$ cat src/io_block_pkg.sv
// Operation
// - cell has buffer plus input, output, enable registers
// - cell works as input, output or bidirectional
// - block has three cells, 21 fabric signals
// - each cell returns registered/combinational plus combinational input
// - row blocks drive all routes, column only column
// - six dedicated clock lines feed the cell registers
// - each cell selects its own clocks and controls
// - input register has own clock and enable
// - output and enable registers share clock, enable
// - two combinational input paths, each own delay
// - differing combinational delays disable input register
// - delays on pin-to-fabric, pin-to-register, register-to-pin
// - one shared clear/preset source, kind chosen per cell
// - power-up level pairs with clear or preset
// - all cell registers use the same async signal
// - synchronous reset acts on active clock edge
package io_block_pkg;

	// ==========================================================
	// sizes
	localparam int NUM_CELLS  = 3;
	localparam int NUM_IOCLK  = 6;
	localparam int DLY_W      = 2;
	localparam int CFG_W      = 25;
	localparam int ADDR_W     = 12;

	// ==========================================================
	// cell modes
	typedef enum logic [1:0] {
		MODE_INPUT  = 2'h0,
		MODE_OUTPUT = 2'h1,
		MODE_BIDIR  = 2'h2
	} mode_type;

	// ==========================================================
	// cell configuration word layout
	localparam int MODE_LSB      = 0;
	localparam int CLKIN_LSB     = 2;
	localparam int CLKOUT_LSB    = 5;
	localparam int CEIN_LOC_BIT  = 8;
	localparam int CEOUT_LOC_BIT = 9;
	localparam int OE_LOC_BIT    = 10;
	localparam int ACLR_EN_BIT   = 11;
	localparam int SCLR_EN_BIT   = 12;
	localparam int PRESET_BIT    = 13;
	localparam int INREG_BIT     = 14;
	localparam int OUTREG_BIT    = 15;
	localparam int OEREG_BIT     = 16;
	localparam int DLY_C0_LSB    = 17;
	localparam int DLY_C1_LSB    = 19;
	localparam int DLY_IN_LSB    = 21;
	localparam int DLY_OUT_LSB   = 23;
	localparam logic [2:0] CLK_SEL_LOCAL = 3'h6;
	localparam logic [CFG_W-1:0] CFG_RST = 25'h0000000;

	// ==========================================================
	// register map
	localparam logic [ADDR_W-1:0] OFS_CFG0   = 12'h000;
	localparam logic [ADDR_W-1:0] OFS_CFG1   = 12'h004;
	localparam logic [ADDR_W-1:0] OFS_CFG2   = 12'h008;
	localparam logic [ADDR_W-1:0] OFS_STATUS = 12'h00c;
	localparam logic [ADDR_W-1:0] OFS_CTRL   = 12'h010;
	localparam int CTRL_ROW_BIT  = 0;
	localparam logic CTRL_ROW_RST = 1'h1;
	localparam int ST_PIN_LSB    = 0;
	localparam int ST_INREG_LSB  = 3;
	localparam int ST_OUTREG_LSB = 6;
	localparam int ST_OEREG_LSB  = 9;
	localparam int ST_UNAV_LSB   = 12;

endpackage

$ cat src/pin_cell.sv
`timescale 1ns/10ps
`default_nettype none
module pin_cell (
	input  wire logic                            clk,
	input  wire logic                            srst,
	input  wire logic [io_block_pkg::CFG_W-1:0]  cfg,
	input  wire logic                            cfg_load,
	input  wire logic                            pin_lvl,
	input  wire logic [io_block_pkg::NUM_IOCLK-1:0] io_clk_edge,
	input  wire logic                            local_clk_edge,
	input  wire logic                            dataout,
	input  wire logic                            coe,
	input  wire logic                            cce_in,
	input  wire logic                            cce_out,
	input  wire logic                            caclr,
	input  wire logic                            csclr,
	output logic                                 pin_out,
	output logic                                 pin_oe,
	output logic                                 datain,
	output logic                                 comb_datain,
	output logic                                 in_reg_q,
	output logic                                 out_reg_q,
	output logic                                 oe_reg_q,
	output logic                                 in_unavail
);

	// ==========================================================
	// helpers
	function automatic logic clk_pick(input logic [2:0] sel,
		input logic [io_block_pkg::NUM_IOCLK-1:0] ded,
		input logic loc);
		logic r;
		r = 1'b0;
		if (sel == io_block_pkg::CLK_SEL_LOCAL)
			r = loc;
		else if (sel < 3'(io_block_pkg::NUM_IOCLK))
			r = ded[sel];
		return r;
	endfunction

	function automatic logic tap_pick(input logic [3:0] line,
		input logic [io_block_pkg::DLY_W-1:0] sel);
		return line[sel];
	endfunction

	// ==========================================================
	// control selection
	logic [1:0] mode;
	logic       in_edge, out_edge, ce_in, ce_out, aclr, sclr, init_v;
	logic       oe_src, oe_val, out_val;
	logic [2:0] pin_hist_r, out_hist_r;
	logic [1:0] d_c0, d_c1, d_in, d_out;

	assign mode     = cfg[io_block_pkg::MODE_LSB +: 2];
	assign in_edge  = clk_pick(cfg[io_block_pkg::CLKIN_LSB +: 3],
		io_clk_edge, local_clk_edge);
	assign out_edge = clk_pick(cfg[io_block_pkg::CLKOUT_LSB +: 3],
		io_clk_edge, local_clk_edge);
	assign ce_in    = cfg[io_block_pkg::CEIN_LOC_BIT] ? cce_in : 1'b1;
	assign ce_out   = cfg[io_block_pkg::CEOUT_LOC_BIT] ? cce_out : 1'b1;
	assign oe_src   = cfg[io_block_pkg::OE_LOC_BIT] ? coe : 1'b1;
	assign aclr     = cfg[io_block_pkg::ACLR_EN_BIT] & caclr;
	assign sclr     = cfg[io_block_pkg::SCLR_EN_BIT] & csclr;
	assign init_v   = cfg[io_block_pkg::PRESET_BIT];
	assign d_c0     = cfg[io_block_pkg::DLY_C0_LSB +: 2];
	assign d_c1     = cfg[io_block_pkg::DLY_C1_LSB +: 2];
	assign d_in     = cfg[io_block_pkg::DLY_IN_LSB +: 2];
	assign d_out    = cfg[io_block_pkg::DLY_OUT_LSB +: 2];

	// ==========================================================
	// delay lines
	always_ff @(posedge clk) begin
		if (srst) begin
			pin_hist_r <= 3'h0;
			out_hist_r <= 3'h0;
		end else begin
			pin_hist_r <= {pin_hist_r[1:0], pin_lvl};
			out_hist_r <= {out_hist_r[1:0], out_val};
		end
	end

	// ==========================================================
	// input register
	always_ff @(posedge clk) begin
		if (srst || cfg_load)
			in_reg_q <= init_v;
		else if (aclr)
			in_reg_q <= init_v;
		else if (in_edge && ce_in) begin
			if (sclr)
				in_reg_q <= init_v;
			else
				in_reg_q <= tap_pick({pin_hist_r, pin_lvl}, d_in);
		end
	end

	// ==========================================================
	// output and enable registers
	always_ff @(posedge clk) begin
		if (srst || cfg_load) begin
			out_reg_q <= init_v;
			oe_reg_q  <= init_v;
		end else if (aclr) begin
			out_reg_q <= init_v;
			oe_reg_q  <= init_v;
		end else if (out_edge && ce_out) begin
			out_reg_q <= sclr ? init_v : dataout;
			oe_reg_q  <= sclr ? init_v : oe_src;
		end
	end

	assign out_val = cfg[io_block_pkg::OUTREG_BIT] ? out_reg_q : dataout;
	assign in_unavail = (d_c0 != d_c1);

	always_comb begin
		case (mode)
			io_block_pkg::MODE_INPUT:  oe_val = 1'b0;
			io_block_pkg::MODE_OUTPUT: oe_val = 1'b1;
			io_block_pkg::MODE_BIDIR:
				oe_val = cfg[io_block_pkg::OEREG_BIT] ? oe_reg_q : oe_src;
			default:                   oe_val = 1'b0;
		endcase
	end

	// ==========================================================
	// pin and fabric outputs
	always_ff @(posedge clk) begin
		if (srst) begin
			pin_out     <= 1'b0;
			pin_oe      <= 1'b0;
			datain      <= 1'b0;
			comb_datain <= 1'b0;
		end else begin
			pin_oe  <= oe_val;
			pin_out <= oe_val & tap_pick({out_hist_r, out_val}, d_out);
			if (cfg[io_block_pkg::INREG_BIT] && !in_unavail)
				datain <= in_reg_q;
			else
				datain <= tap_pick({pin_hist_r, pin_lvl}, d_c0);
			comb_datain <= tap_pick({pin_hist_r, pin_lvl}, d_c1);
		end
	end

endmodule
`default_nettype wire

$ cat src/io_block.sv
`timescale 1ns/10ps
`default_nettype none
module io_block (
	input  wire logic                                  REF_CLK,
	input  wire logic                                  SRST,
	// apb slave
	input  wire logic                                  PSEL,
	input  wire logic                                  PENABLE,
	input  wire logic                                  PWRITE,
	input  wire logic [io_block_pkg::ADDR_W-1:0]       PADDR,
	input  wire logic [31:0]                           PWDATA,
	output logic [31:0]                                PRDATA,
	output logic                                       PREADY,
	output logic                                       PSLVERR,
	// dedicated clock lines
	input  wire logic [io_block_pkg::NUM_IOCLK-1:0]    IO_CLK,
	// fabric side
	input  wire logic [io_block_pkg::NUM_CELLS-1:0]    DATAOUT,
	input  wire logic [io_block_pkg::NUM_CELLS-1:0]    COE,
	input  wire logic [io_block_pkg::NUM_CELLS-1:0]    CCE_IN,
	input  wire logic [io_block_pkg::NUM_CELLS-1:0]    CCE_OUT,
	input  wire logic [io_block_pkg::NUM_CELLS-1:0]    CCLK,
	input  wire logic [io_block_pkg::NUM_CELLS-1:0]    CACLR,
	input  wire logic [io_block_pkg::NUM_CELLS-1:0]    CSCLR,
	output logic [io_block_pkg::NUM_CELLS-1:0]         ROW_DATAIN,
	output logic [io_block_pkg::NUM_CELLS-1:0]         ROW_COMB,
	output logic [io_block_pkg::NUM_CELLS-1:0]         COL_DATAIN,
	output logic [io_block_pkg::NUM_CELLS-1:0]         COL_COMB,
	output logic [io_block_pkg::NUM_CELLS-1:0]         LINK_DATAIN,
	output logic [io_block_pkg::NUM_CELLS-1:0]         LINK_COMB,
	// package pins
	input  wire logic [io_block_pkg::NUM_CELLS-1:0]    PIN_IN,
	output logic [io_block_pkg::NUM_CELLS-1:0]         PIN_OUT,
	output logic [io_block_pkg::NUM_CELLS-1:0]         PIN_OE
);

	localparam int NC = io_block_pkg::NUM_CELLS;
	localparam int NK = io_block_pkg::NUM_IOCLK;

	// ==========================================================
	// helpers
	function automatic logic sync_lvl(input logic s2, input logic s3,
		input logic cur);
		return (s2 == s3) ? s3 : cur;
	endfunction

	// ==========================================================
	// pin input synchronisers
	logic [NC-1:0] pin_s1_r;
	logic [NC-1:0] pin_s2_r;
	logic [NC-1:0] pin_s3_r;
	logic [NC-1:0] pin_lvl_r;

	always_ff @(posedge REF_CLK) begin
		if (SRST) begin
			pin_s1_r <= '0;
			pin_s2_r <= '0;
			pin_s3_r <= '0;
		end else begin
			pin_s1_r <= PIN_IN;
			pin_s2_r <= pin_s1_r;
			pin_s3_r <= pin_s2_r;
		end
	end

	always_ff @(posedge REF_CLK) begin
		if (SRST)
			pin_lvl_r <= '0;
		else
			for (int i = 0; i < NC; i++)
				pin_lvl_r[i] <= sync_lvl(pin_s2_r[i], pin_s3_r[i],
					pin_lvl_r[i]);
	end

	// ==========================================================
	// dedicated clock line synchronisers
	logic [NK-1:0] ck_s1_r;
	logic [NK-1:0] ck_s2_r;
	logic [NK-1:0] ck_s3_r;
	logic [NK-1:0] ck_lvl_r;
	logic [NK-1:0] ck_lvl_nxt;
	logic [NK-1:0] ck_edge;

	always_ff @(posedge REF_CLK) begin
		if (SRST) begin
			ck_s1_r <= '0;
			ck_s2_r <= '0;
			ck_s3_r <= '0;
		end else begin
			ck_s1_r <= IO_CLK;
			ck_s2_r <= ck_s1_r;
			ck_s3_r <= ck_s2_r;
		end
	end

	always_comb begin
		for (int i = 0; i < NK; i++)
			ck_lvl_nxt[i] = sync_lvl(ck_s2_r[i], ck_s3_r[i], ck_lvl_r[i]);
	end

	always_ff @(posedge REF_CLK) begin
		if (SRST)
			ck_lvl_r <= '0;
		else
			ck_lvl_r <= ck_lvl_nxt;
	end

	assign ck_edge = ck_lvl_nxt & ~ck_lvl_r;

	// ==========================================================
	// fabric clock edge detect
	logic [NC-1:0] cclk_r;
	logic [NC-1:0] cclk_edge;

	always_ff @(posedge REF_CLK) begin
		if (SRST)
			cclk_r <= '0;
		else
			cclk_r <= CCLK;
	end

	assign cclk_edge = CCLK & ~cclk_r;

	// ==========================================================
	// apb decode
	logic        setup;
	logic        wr_acc;
	logic        hit_cfg0;
	logic        hit_cfg1;
	logic        hit_cfg2;
	logic        hit_status;
	logic        hit_ctrl;
	logic        hit_any;

	assign setup      = PSEL & ~PENABLE;
	assign wr_acc     = PSEL & PENABLE & PWRITE & PREADY;
	assign hit_cfg0   = (PADDR == io_block_pkg::OFS_CFG0);
	assign hit_cfg1   = (PADDR == io_block_pkg::OFS_CFG1);
	assign hit_cfg2   = (PADDR == io_block_pkg::OFS_CFG2);
	assign hit_status = (PADDR == io_block_pkg::OFS_STATUS);
	assign hit_ctrl   = (PADDR == io_block_pkg::OFS_CTRL);
	assign hit_any    = hit_cfg0 | hit_cfg1 | hit_cfg2 | hit_status
		| hit_ctrl;

	// ==========================================================
	// configuration registers
	logic [io_block_pkg::CFG_W-1:0] cfg_r [NC];
	logic [NC-1:0]                  cfg_load_r;
	logic                           row_r;
	logic [NC-1:0]                  cfg_hit;

	assign cfg_hit = {hit_cfg2, hit_cfg1, hit_cfg0};

	always_ff @(posedge REF_CLK) begin
		if (SRST) begin
			for (int i = 0; i < NC; i++)
				cfg_r[i] <= io_block_pkg::CFG_RST;
		end else if (wr_acc) begin
			for (int i = 0; i < NC; i++)
				if (cfg_hit[i])
					cfg_r[i] <= PWDATA[io_block_pkg::CFG_W-1:0];
		end
	end

	always_ff @(posedge REF_CLK) begin
		if (SRST)
			cfg_load_r <= '0;
		else if (wr_acc)
			cfg_load_r <= cfg_hit;
		else
			cfg_load_r <= '0;
	end

	always_ff @(posedge REF_CLK) begin
		if (SRST)
			row_r <= io_block_pkg::CTRL_ROW_RST;
		else if (wr_acc && hit_ctrl)
			row_r <= PWDATA[io_block_pkg::CTRL_ROW_BIT];
	end

	// ==========================================================
	// pin cells
	logic [NC-1:0] datain;
	logic [NC-1:0] comb_datain;
	logic [NC-1:0] in_q;
	logic [NC-1:0] out_q;
	logic [NC-1:0] oe_q;
	logic [NC-1:0] unavail;

	for (genvar g = 0; g < NC; g++) begin : g_cell
		pin_cell u_cell (
			.clk            (REF_CLK),
			.srst           (SRST),
			.cfg            (cfg_r[g]),
			.cfg_load       (cfg_load_r[g]),
			.pin_lvl        (pin_lvl_r[g]),
			.io_clk_edge    (ck_edge),
			.local_clk_edge (cclk_edge[g]),
			.dataout        (DATAOUT[g]),
			.coe            (COE[g]),
			.cce_in         (CCE_IN[g]),
			.cce_out        (CCE_OUT[g]),
			.caclr          (CACLR[g]),
			.csclr          (CSCLR[g]),
			.pin_out        (PIN_OUT[g]),
			.pin_oe         (PIN_OE[g]),
			.datain         (datain[g]),
			.comb_datain    (comb_datain[g]),
			.in_reg_q       (in_q[g]),
			.out_reg_q      (out_q[g]),
			.oe_reg_q       (oe_q[g]),
			.in_unavail     (unavail[g])
		);
	end

	// ==========================================================
	// interconnect routing
	always_ff @(posedge REF_CLK) begin
		if (SRST) begin
			ROW_DATAIN  <= '0;
			ROW_COMB    <= '0;
			COL_DATAIN  <= '0;
			COL_COMB    <= '0;
			LINK_DATAIN <= '0;
			LINK_COMB   <= '0;
		end else begin
			COL_DATAIN  <= datain;
			COL_COMB    <= comb_datain;
			ROW_DATAIN  <= row_r ? datain : '0;
			ROW_COMB    <= row_r ? comb_datain : '0;
			LINK_DATAIN <= row_r ? datain : '0;
			LINK_COMB   <= row_r ? comb_datain : '0;
		end
	end

	// ==========================================================
	// status word
	logic [31:0] status;

	always_comb begin
		status = 32'h0;
		status[io_block_pkg::ST_PIN_LSB +: NC]    = pin_lvl_r;
		status[io_block_pkg::ST_INREG_LSB +: NC]  = in_q;
		status[io_block_pkg::ST_OUTREG_LSB +: NC] = out_q;
		status[io_block_pkg::ST_OEREG_LSB +: NC]  = oe_q;
		status[io_block_pkg::ST_UNAV_LSB +: NC]   = unavail;
	end

	// ==========================================================
	// apb answer
	logic [31:0] rd_nxt;

	always_comb begin
		rd_nxt = 32'h0;
		if (hit_cfg0)
			rd_nxt[io_block_pkg::CFG_W-1:0] = cfg_r[0];
		else if (hit_cfg1)
			rd_nxt[io_block_pkg::CFG_W-1:0] = cfg_r[1];
		else if (hit_cfg2)
			rd_nxt[io_block_pkg::CFG_W-1:0] = cfg_r[2];
		else if (hit_status)
			rd_nxt = status;
		else if (hit_ctrl)
			rd_nxt[io_block_pkg::CTRL_ROW_BIT] = row_r;
	end

	always_ff @(posedge REF_CLK) begin
		if (SRST) begin
			PREADY  <= 1'b0;
			PSLVERR <= 1'b0;
			PRDATA  <= 32'h0;
		end else if (setup) begin
			PREADY  <= 1'b1;
			PSLVERR <= ~hit_any;
			PRDATA  <= PWRITE ? 32'h0 : rd_nxt;
		end else begin
			PREADY  <= 1'b0;
			PSLVERR <= 1'b0;
			PRDATA  <= 32'h0;
		end
	end

endmodule
`default_nettype wire

$ cat config.mk
export PLATFORM = sky130hd
export DESIGN_NAME = io_block
export DESIGN_NICKNAME = d
export VERILOG_FILES = /design/src/io_block_pkg.sv /design/src/pin_cell.sv /design/src/io_block.sv
export SDC_FILE = /design/constraint.sdc
export NUM_CORES = 1
export LEC_CHECK = 0
export BUFFER_PORTS_ARGS = -buffer_cell sky130_fd_sc_hd__buf_2
export CELL_PAD_IN_SITES_DETAIL_PLACEMENT = 1
export CELL_PAD_IN_SITES_GLOBAL_PLACEMENT = 1
export CORE_UTILIZATION = 48
export DETAILED_ROUTE_END_ITERATION = 8
export PLACE_DENSITY = 0.86
export REMOVE_ABC_BUFFERS = 1
export SYNTH_ARGS = -nofsm -noshare
export SYNTH_HDL_FRONTEND = slang
export SYNTH_SLANG_ARGS = --single-unit
$ cat constraint.sdc
create_clock -name REF_CLK -period 7.8 [get_ports REF_CLK]
set_clock_uncertainty 0.05 [all_clocks]
set_input_delay 1.56 -clock REF_CLK [delete_from_list [all_inputs] [get_ports REF_CLK]]
set_output_delay 1.56 -clock REF_CLK [all_outputs]
set_load 0.02 [all_outputs]
==> flow_summary.json, run 1 <==
{
  "yosys.cell_types.count": 50,
  "criticalPathCategory": "in -> reg",
  "use_met3_pct": 4.93,
  "hold_viol": 0,
  "pre_cts_ws_ns": 3.68,
  "crit_fanout": 31,
  "cts_root_buf": "clkbuf_16",
  "holdCritPathClass": "reg -> reg",
  "drt-total-wl_mm": 21.4,
  "vias": 5517,
  "drt_iter0_drc": 453,
  "reg2reg_from": "PREADY$_SDFF_PP0_",
  "power_mw": 2.10,
  "fin_crit_sh_pct": 48.3,
  "final_nets": 828,
  "ir_worst_vdd_mv": 0.189,
  "netlist.area_leader.share_pct": 31.8,
  "grt_max_degree": 68,
  "synth_cells": 633,
  "yosys.area.top_type": "edfxtp_1",
  "worstPathArrival_ns": 3.89,
  "worstMarginPinSlew_ns": 1.08,
  "synth_seq_cells": 196,
  "p_per_area_mw_per_mm2": 227,
  "slowest_delay_ns": 0.71,
  "placementRows": 46,
  "most-common-layout-cells": "buf_2 (122), dfxtp_1 (112), edfxtp_1 (84)",
  "postSynthAreaPerCell_sq_um": 12.5,
  "critPathLaunchType": "primary input",
  "numClockSinks": 196,
  "ios": 137,
  "core-area_sq_mm": 0.0160,
  "diodes": 0,
  "holdBufCountCts": 0,
  "cap_violations": 0,
  "period_needed_ns": 3.77,
  "met2_usage_pct": 43.8,
  "path_cells": "buf_2, buf_4, clkinv_1, o21ai_0, nor3_4, and2_1",
  "ys_seq_area_share_pct": 60.0,
  "grt_overflow": 0,
  "drtAntennaViolNets": 0,
  "whs_ns": 0.395,
  "io_buffers": 122,
  "synth_warnings": 0,
  "grt_pass1_vias": 5831,
  "min-delay-start": "ck_s1_r[4]$_SDFF_PP0_",
  "required_ns": 7.93,
  "setup_viol": 0,
  "crit_start": "PADDR[2]",
  "drt_pass1_iterations": 5,
  "post_drt_via_cell_ratio": 5.68,
  "finalWeightedCongestion": 0.860,
  "status": "complete, no violations",
  "ys.flop_type": "dfxtp_1",
  "grtUsageMet1_pct": 32.8,
  "cts_inserted_buffers": 17,
  "grt_pass1_wl_mm": 32.3,
  "cts_resized": 0,
  "synth_edf_count": 84,
  "path_delay_family": "buffers and inverters",
  "stdcell_count": 972,
  "async_flop_share_pct": 0,
  "area_delta_synth_final_pct": 16.5,
  "initial_core_util_pct": 49.6,
  "crit_slowest_cell": "clkinv_1",
  "cts.htree.levels": 4,
  "die_area_sq_mm": 0.0171,
  "clock_path_buffers": 2,
  "busiest_layer": "met2",
  "endpoint_kind": "register",
  "wl_per_cell_microns": 22.1,
  "dpl.hpwl_mm": 14.7,
  "relSlewSlack_pct": 27.9,
  "rsz0062_at_grt": "false",
  "drive_gt1_share_pct": 25.5,
  "cts_tree": "built",
  "drc": 0,
  "insertion_delay_ns": 0.44,
  "worst-path-buf-inv": 3,
  "fmax_mhz": 266,
  "die_y_microns": 131,
  "synth_area_sq_mm": 0.00794,
  "fin_ws_ns": 4.03,
  "antenna_found_initial": 0,
  "grtUsageTotal_pct": 26.3,
  "p_leak_nw": 3.80,
  "final_common_cell": "buf_2",
  "die_x_microns": 131,
  "dp_cells": 940,
  "finalSetupTns_ns": 0,
  "cts_setup_buffers": 0,
  "clkTransAtPathRegs_ns": 0.07,
  "drv_slew": 0,
  "synth.area.top_cells": "edfxtp_1 (32%), dfxtp_1 (28%), mux4_2 (5.7%)"
}
-- state kept, by name, summed over array words and instances (netlist names), 6 cells and up --
name	cells
cfg_r	75
PRDATA	25
g_cell.u_cell.out_hist_r	9
g_cell.u_cell.pin_hist_r	9
ck_lvl_r	6
ck_s1_r	6
ck_s2_r	6
ck_s3_r	6
-- layer usage --
layer  part of all wire (%)  vias to the layer above
met5                      0                        -
met4                    3.2                        0
met3                    5.9                       52
met2                     49                      230
met1                     42                     2737
li1                       -                     2498
-- layout make-up --
class | instances | area (sq um)
clock inverter | 11 | 100
tap | 216 | 270
fill | 1682 | 6750
sequential | 196 | 4760
clock buffer | 21 | 493
inverter | 20 | 75.1
multi-input combinational | 381 | 2900
timing repair buffer | 127 | 648
-- kinds of logic after synthesis --
kind of cell / Yosys count / share of synthesized area (%)
AOI/OAI and AO/OA: 103 / 9.51
xor gates and xnor gates: 6 / 0.662
and+or+nand+nor: 220 / 16.8
adders and majority gates: 6 / 0.945
buffers and inverters: 62 / 3.99
muxes: 39 / 8.07
other: 1 / 0.0472
DFF: 196 / 60.0
-- synth_stat cells, drive strengths merged, types with 4 or more instances --
library cell,number
and3b,5
a211oi,17
nor3,9
dfxtp,112
o211a,7
o221a,10
a21oi,15
a31oi,4
or4bb,4
ha,6
buf,27
or3b,5
o21ai,19
nor2b,65
o31ai,7
and2,45
mux2i,19
nand2,34
xnor2,6
clkbuf,15
inv,19
edfxtp,84
nor2,17
o21a,13
nand3,12
mux4,20
nand3b,6
-- path summary, 6_finish.rpt --
check | endpoint | slack [ns] | depth (start not counted)
setup / recovery | cfg_r[0][18]$_DFFE_PP_ | 4.03 | 6
hold / removal | ck_s2_r[4]$_SDFF_PP0_ | 0.39 | 1
setup reg to reg | cfg_r[0][31]$_DFFE_PP_ | 5.39 | 3
hold reg to reg | ck_s2_r[4]$_SDFF_PP0_ | 0.39 | 1
-- where the power goes --
group	switching (mW)	leakage [nW]	internal [mW]
combinational	0.0672	1.70	0.0453
sequential	0.0209	1.81	1.09
clock	0.411	0.292	0.467
-- through the flow --
step           area (sq um)  util (%)
2_1_floorplan          7720         -
3_3_place_gp           8660      54.1
3_5_place_dp           8660      54.1
4_1_cts                9250      57.8
5_1_grt                9250      57.8
6_report               9250      57.8
(Power assumes the default switching activity.)
==> run 2: changes to the inputs <==
--- a/config.mk
+++ b/config.mk
@@ -8,9 +8,9 @@
 export BUFFER_PORTS_ARGS = -buffer_cell sky130_fd_sc_hd__buf_2
 export CELL_PAD_IN_SITES_DETAIL_PLACEMENT = 1
 export CELL_PAD_IN_SITES_GLOBAL_PLACEMENT = 1
-export CORE_UTILIZATION = 48
+export CORE_UTILIZATION = 45
 export DETAILED_ROUTE_END_ITERATION = 8
-export PLACE_DENSITY = 0.86
+export PLACE_DENSITY = 0.82
 export REMOVE_ABC_BUFFERS = 1
 export SYNTH_ARGS = -nofsm -noshare
 export SYNTH_HDL_FRONTEND = slang
==> constraint.sdc (replaced) <==
create_clock -name REF_CLK -period 3.89 [get_ports REF_CLK]
set_clock_uncertainty 0.05 [all_clocks]
set_input_delay 0.778 -clock REF_CLK [delete_from_list [all_inputs] [get_ports REF_CLK]]
set_output_delay 0.778 -clock REF_CLK [all_outputs]
set_load 0.02 [all_outputs]
==> run 2 against run 1 <==
  * Flip-flop and latch count did not move
  * Sequential power rose by 100%
  * Die area rose by 6.6%
  * Critical path depth did not move
  * Utilization fell by 3.9 points
  * Combinational power rose by 100%
  * Non-clock buffer count rose by 4
  * Clock-buffer cell count rose by 1
  * Worst setup slack got worse by 2.9 ns
  * Clock power rose by 100%
  * Hold slack got worse by 0.0023 ns
  * Critical path type unchanged
  * Critical endpoint is now PRDATA[20]$_SDFF_PP0_
  * Largest power group unchanged
==> flow_summary.json, run 2 (synthesis results as in run 1) <==
{
  "worstMarginPinSlew_ns": 1.25,
  "dp_cells": 953,
  "die_x_microns": 135,
  "wl_per_cell_microns": 21.2,
  "period_needed_ns": 2.79,
  "final_nets": 832,
  "grt_pass1_vias": 5679,
  "stdcell_count": 985,
  "core-area_sq_mm": 0.0172,
  "vias": 5499,
  "cts_setup_buffers": 0,
  "reg2reg_depth": 3,
  "cap_violations": 0,
  "reg_top3": "cfg_r: 75 flops, PRDATA: 25 flops",
  "critPathLaunchType": "primary input",
  "grt_pass1_wl_mm": 32.1,
  "worstPathArrival_ns": 3.12,
  "ir_worst_vdd_mv": 0.339,
  "drv_slew": 0,
  "required_ns": 4.22,
  "grt_overflow": 0,
  "hold_depth": 1,
  "crit_fanout": 27,
  "post_drt_via_cell_ratio": 5.58,
  "setup_viol": 0,
  "cts_resized": 0,
  "endpoint_kind": "register",
  "clock_path_buffers": 2,
  "fin_crit_sh_pct": 71.8,
  "largest_reg_flops": 75,
  "criticalPathCategory": "in -> reg",
  "ios": 137,
  "clkTransAtPathRegs_ns": 0.07,
  "fmax_mhz": 358,
  "cts.htree.levels": 4,
  "die_area_sq_mm": 0.0182,
  "rsz0062_at_grt": "false",
  "cts_inserted_buffers": 17,
  "diodes": 0,
  "holdBufCountCts": 0,
  "slowest_delay_ns": 0.98,
  "holdCritPathClass": "reg -> reg",
  "largest_register": "cfg_r",
  "placed_area_sq_mm": 0.00869,
  "area_delta_synth_final_pct": 17.1,
  "drtAntennaViolNets": 0,
  "drt_pass1_iterations": 5,
  "initial_core_util_pct": 46.1,
  "drive_gt1_share_pct": 26.1,
  "numClockSinks": 196,
  "relSlewSlack_pct": 15.8,
  "finalWeightedCongestion": 0.880,
  "worst-path-buf-inv": 3,
  "p_leak_nw": 3.83,
  "antenna_found_initial": 0,
  "finalSetupTns_ns": 0,
  "whs_ns": 0.393,
  "cts_root_buf": "clkbuf_16",
  "final_cell_area_sq_mm": 0.00930,
  "grtUsageTotal_pct": 24.2,
  "drt_iter0_drc": 373,
  "insertion_delay_ns": 0.44,
  "p_per_area_mw_per_mm2": 455,
  "status": "complete, no violations",
  "path_delay_family": "simple AND/OR/NAND/NOR gates",
  "drc": 0,
  "path_cells": "buf_2, inv_1, nand3_1, nor4_2, buf_4, o221a_1",
  "path_depth": 6,
  "grt_max_degree": 53,
  "hold_viol": 0,
  "final_common_cell": "buf_2",
  "most-common-layout-cells": "buf_2 (122), dfxtp_1 (112), edfxtp_1 (84)",
  "io_buffers": 122,
  "crit_slowest_cell": "nor4_2",
  "cts_tree": "built",
  "drt-total-wl_mm": 20.9,
  "placementRows": 48,
  "die_y_microns": 135,
  "dpl.hpwl_mm": 14.8
}
-- run 2: cell types whose count changed in the layout (fill, tap and decap cells not counted) --
cell,previous run,this run
clkinv_2,0,1
o21ai_4,1,0
o21ai_2,0,1
clkbuf_8,1,2
inv_8,3,1
inv_6,4,1
clkbuf_16,19,20
clkinvlp_4,1,0
buf_4,5,9
inv_4,1,3
clkbuf_1,1,0
clkinv_4,2,4
-- run 2: layout make-up --
cell class | instances | area [sq um]
Inverter | 20 | 75.1
Fill cell | 1797 | 7940
Sequential cell | 196 | 4760
Tap cell | 225 | 282
Multi-Input combinational cell | 381 | 2890
Timing Repair Buffer | 131 | 678
Clock buffer | 22 | 528
Clock inverter | 10 | 78.8
-- run 2: final timing paths --
kind	start	end	slack, ns
worst min register to register	ck_s1_r[0]$_SDFF_PP0_	ck_s2_r[0]$_SDFF_PP0_	0.39
worst max-delay path	SRST	PRDATA[20]$_SDFF_PP0_	1.10
worst min-delay path	ck_s1_r[0]$_SDFF_PP0_	ck_s2_r[0]$_SDFF_PP0_	0.39
worst max register to register	PREADY$_SDFF_PP0_	cfg_r[0][27]$_DFFE_PP_	1.64
-- run 2: report_power, final --
| part | leakage, nW | internal [mW] | switching, mW | total (mW) |
|---|---|---|---|---|
| clock | 0.305 | 0.979 | 0.798 | 1.78 |
| combinational | 1.72 | 0.0925 | 0.134 | 0.226 |
| sequential | 1.81 | 2.19 | 0.0406 | 2.23 |
-- run 2: layer usage --
layer | routed length, microns | track usage [%]
met1 | 8820 | 31.0
met2 | 10300 | 40.8
met3 | 1290 | 4.62
met4 | 422 | 8.74
met5 | 0 | 0
-- run 2: stage by stage --
stage / power, mW / setup WS (ns) / utilization [%]
detailed placement: 2.50 / 0.713 / 50.4
global placement: 2.49 / 0.815 / 50.4
finish: 4.23 / 1.10 / 54.0
CTS: 4.26 / 1.13 / 54.0
global route: 4.37 / 0.994 / 54.0
floorplan: 2.37 / -0.0986 / -
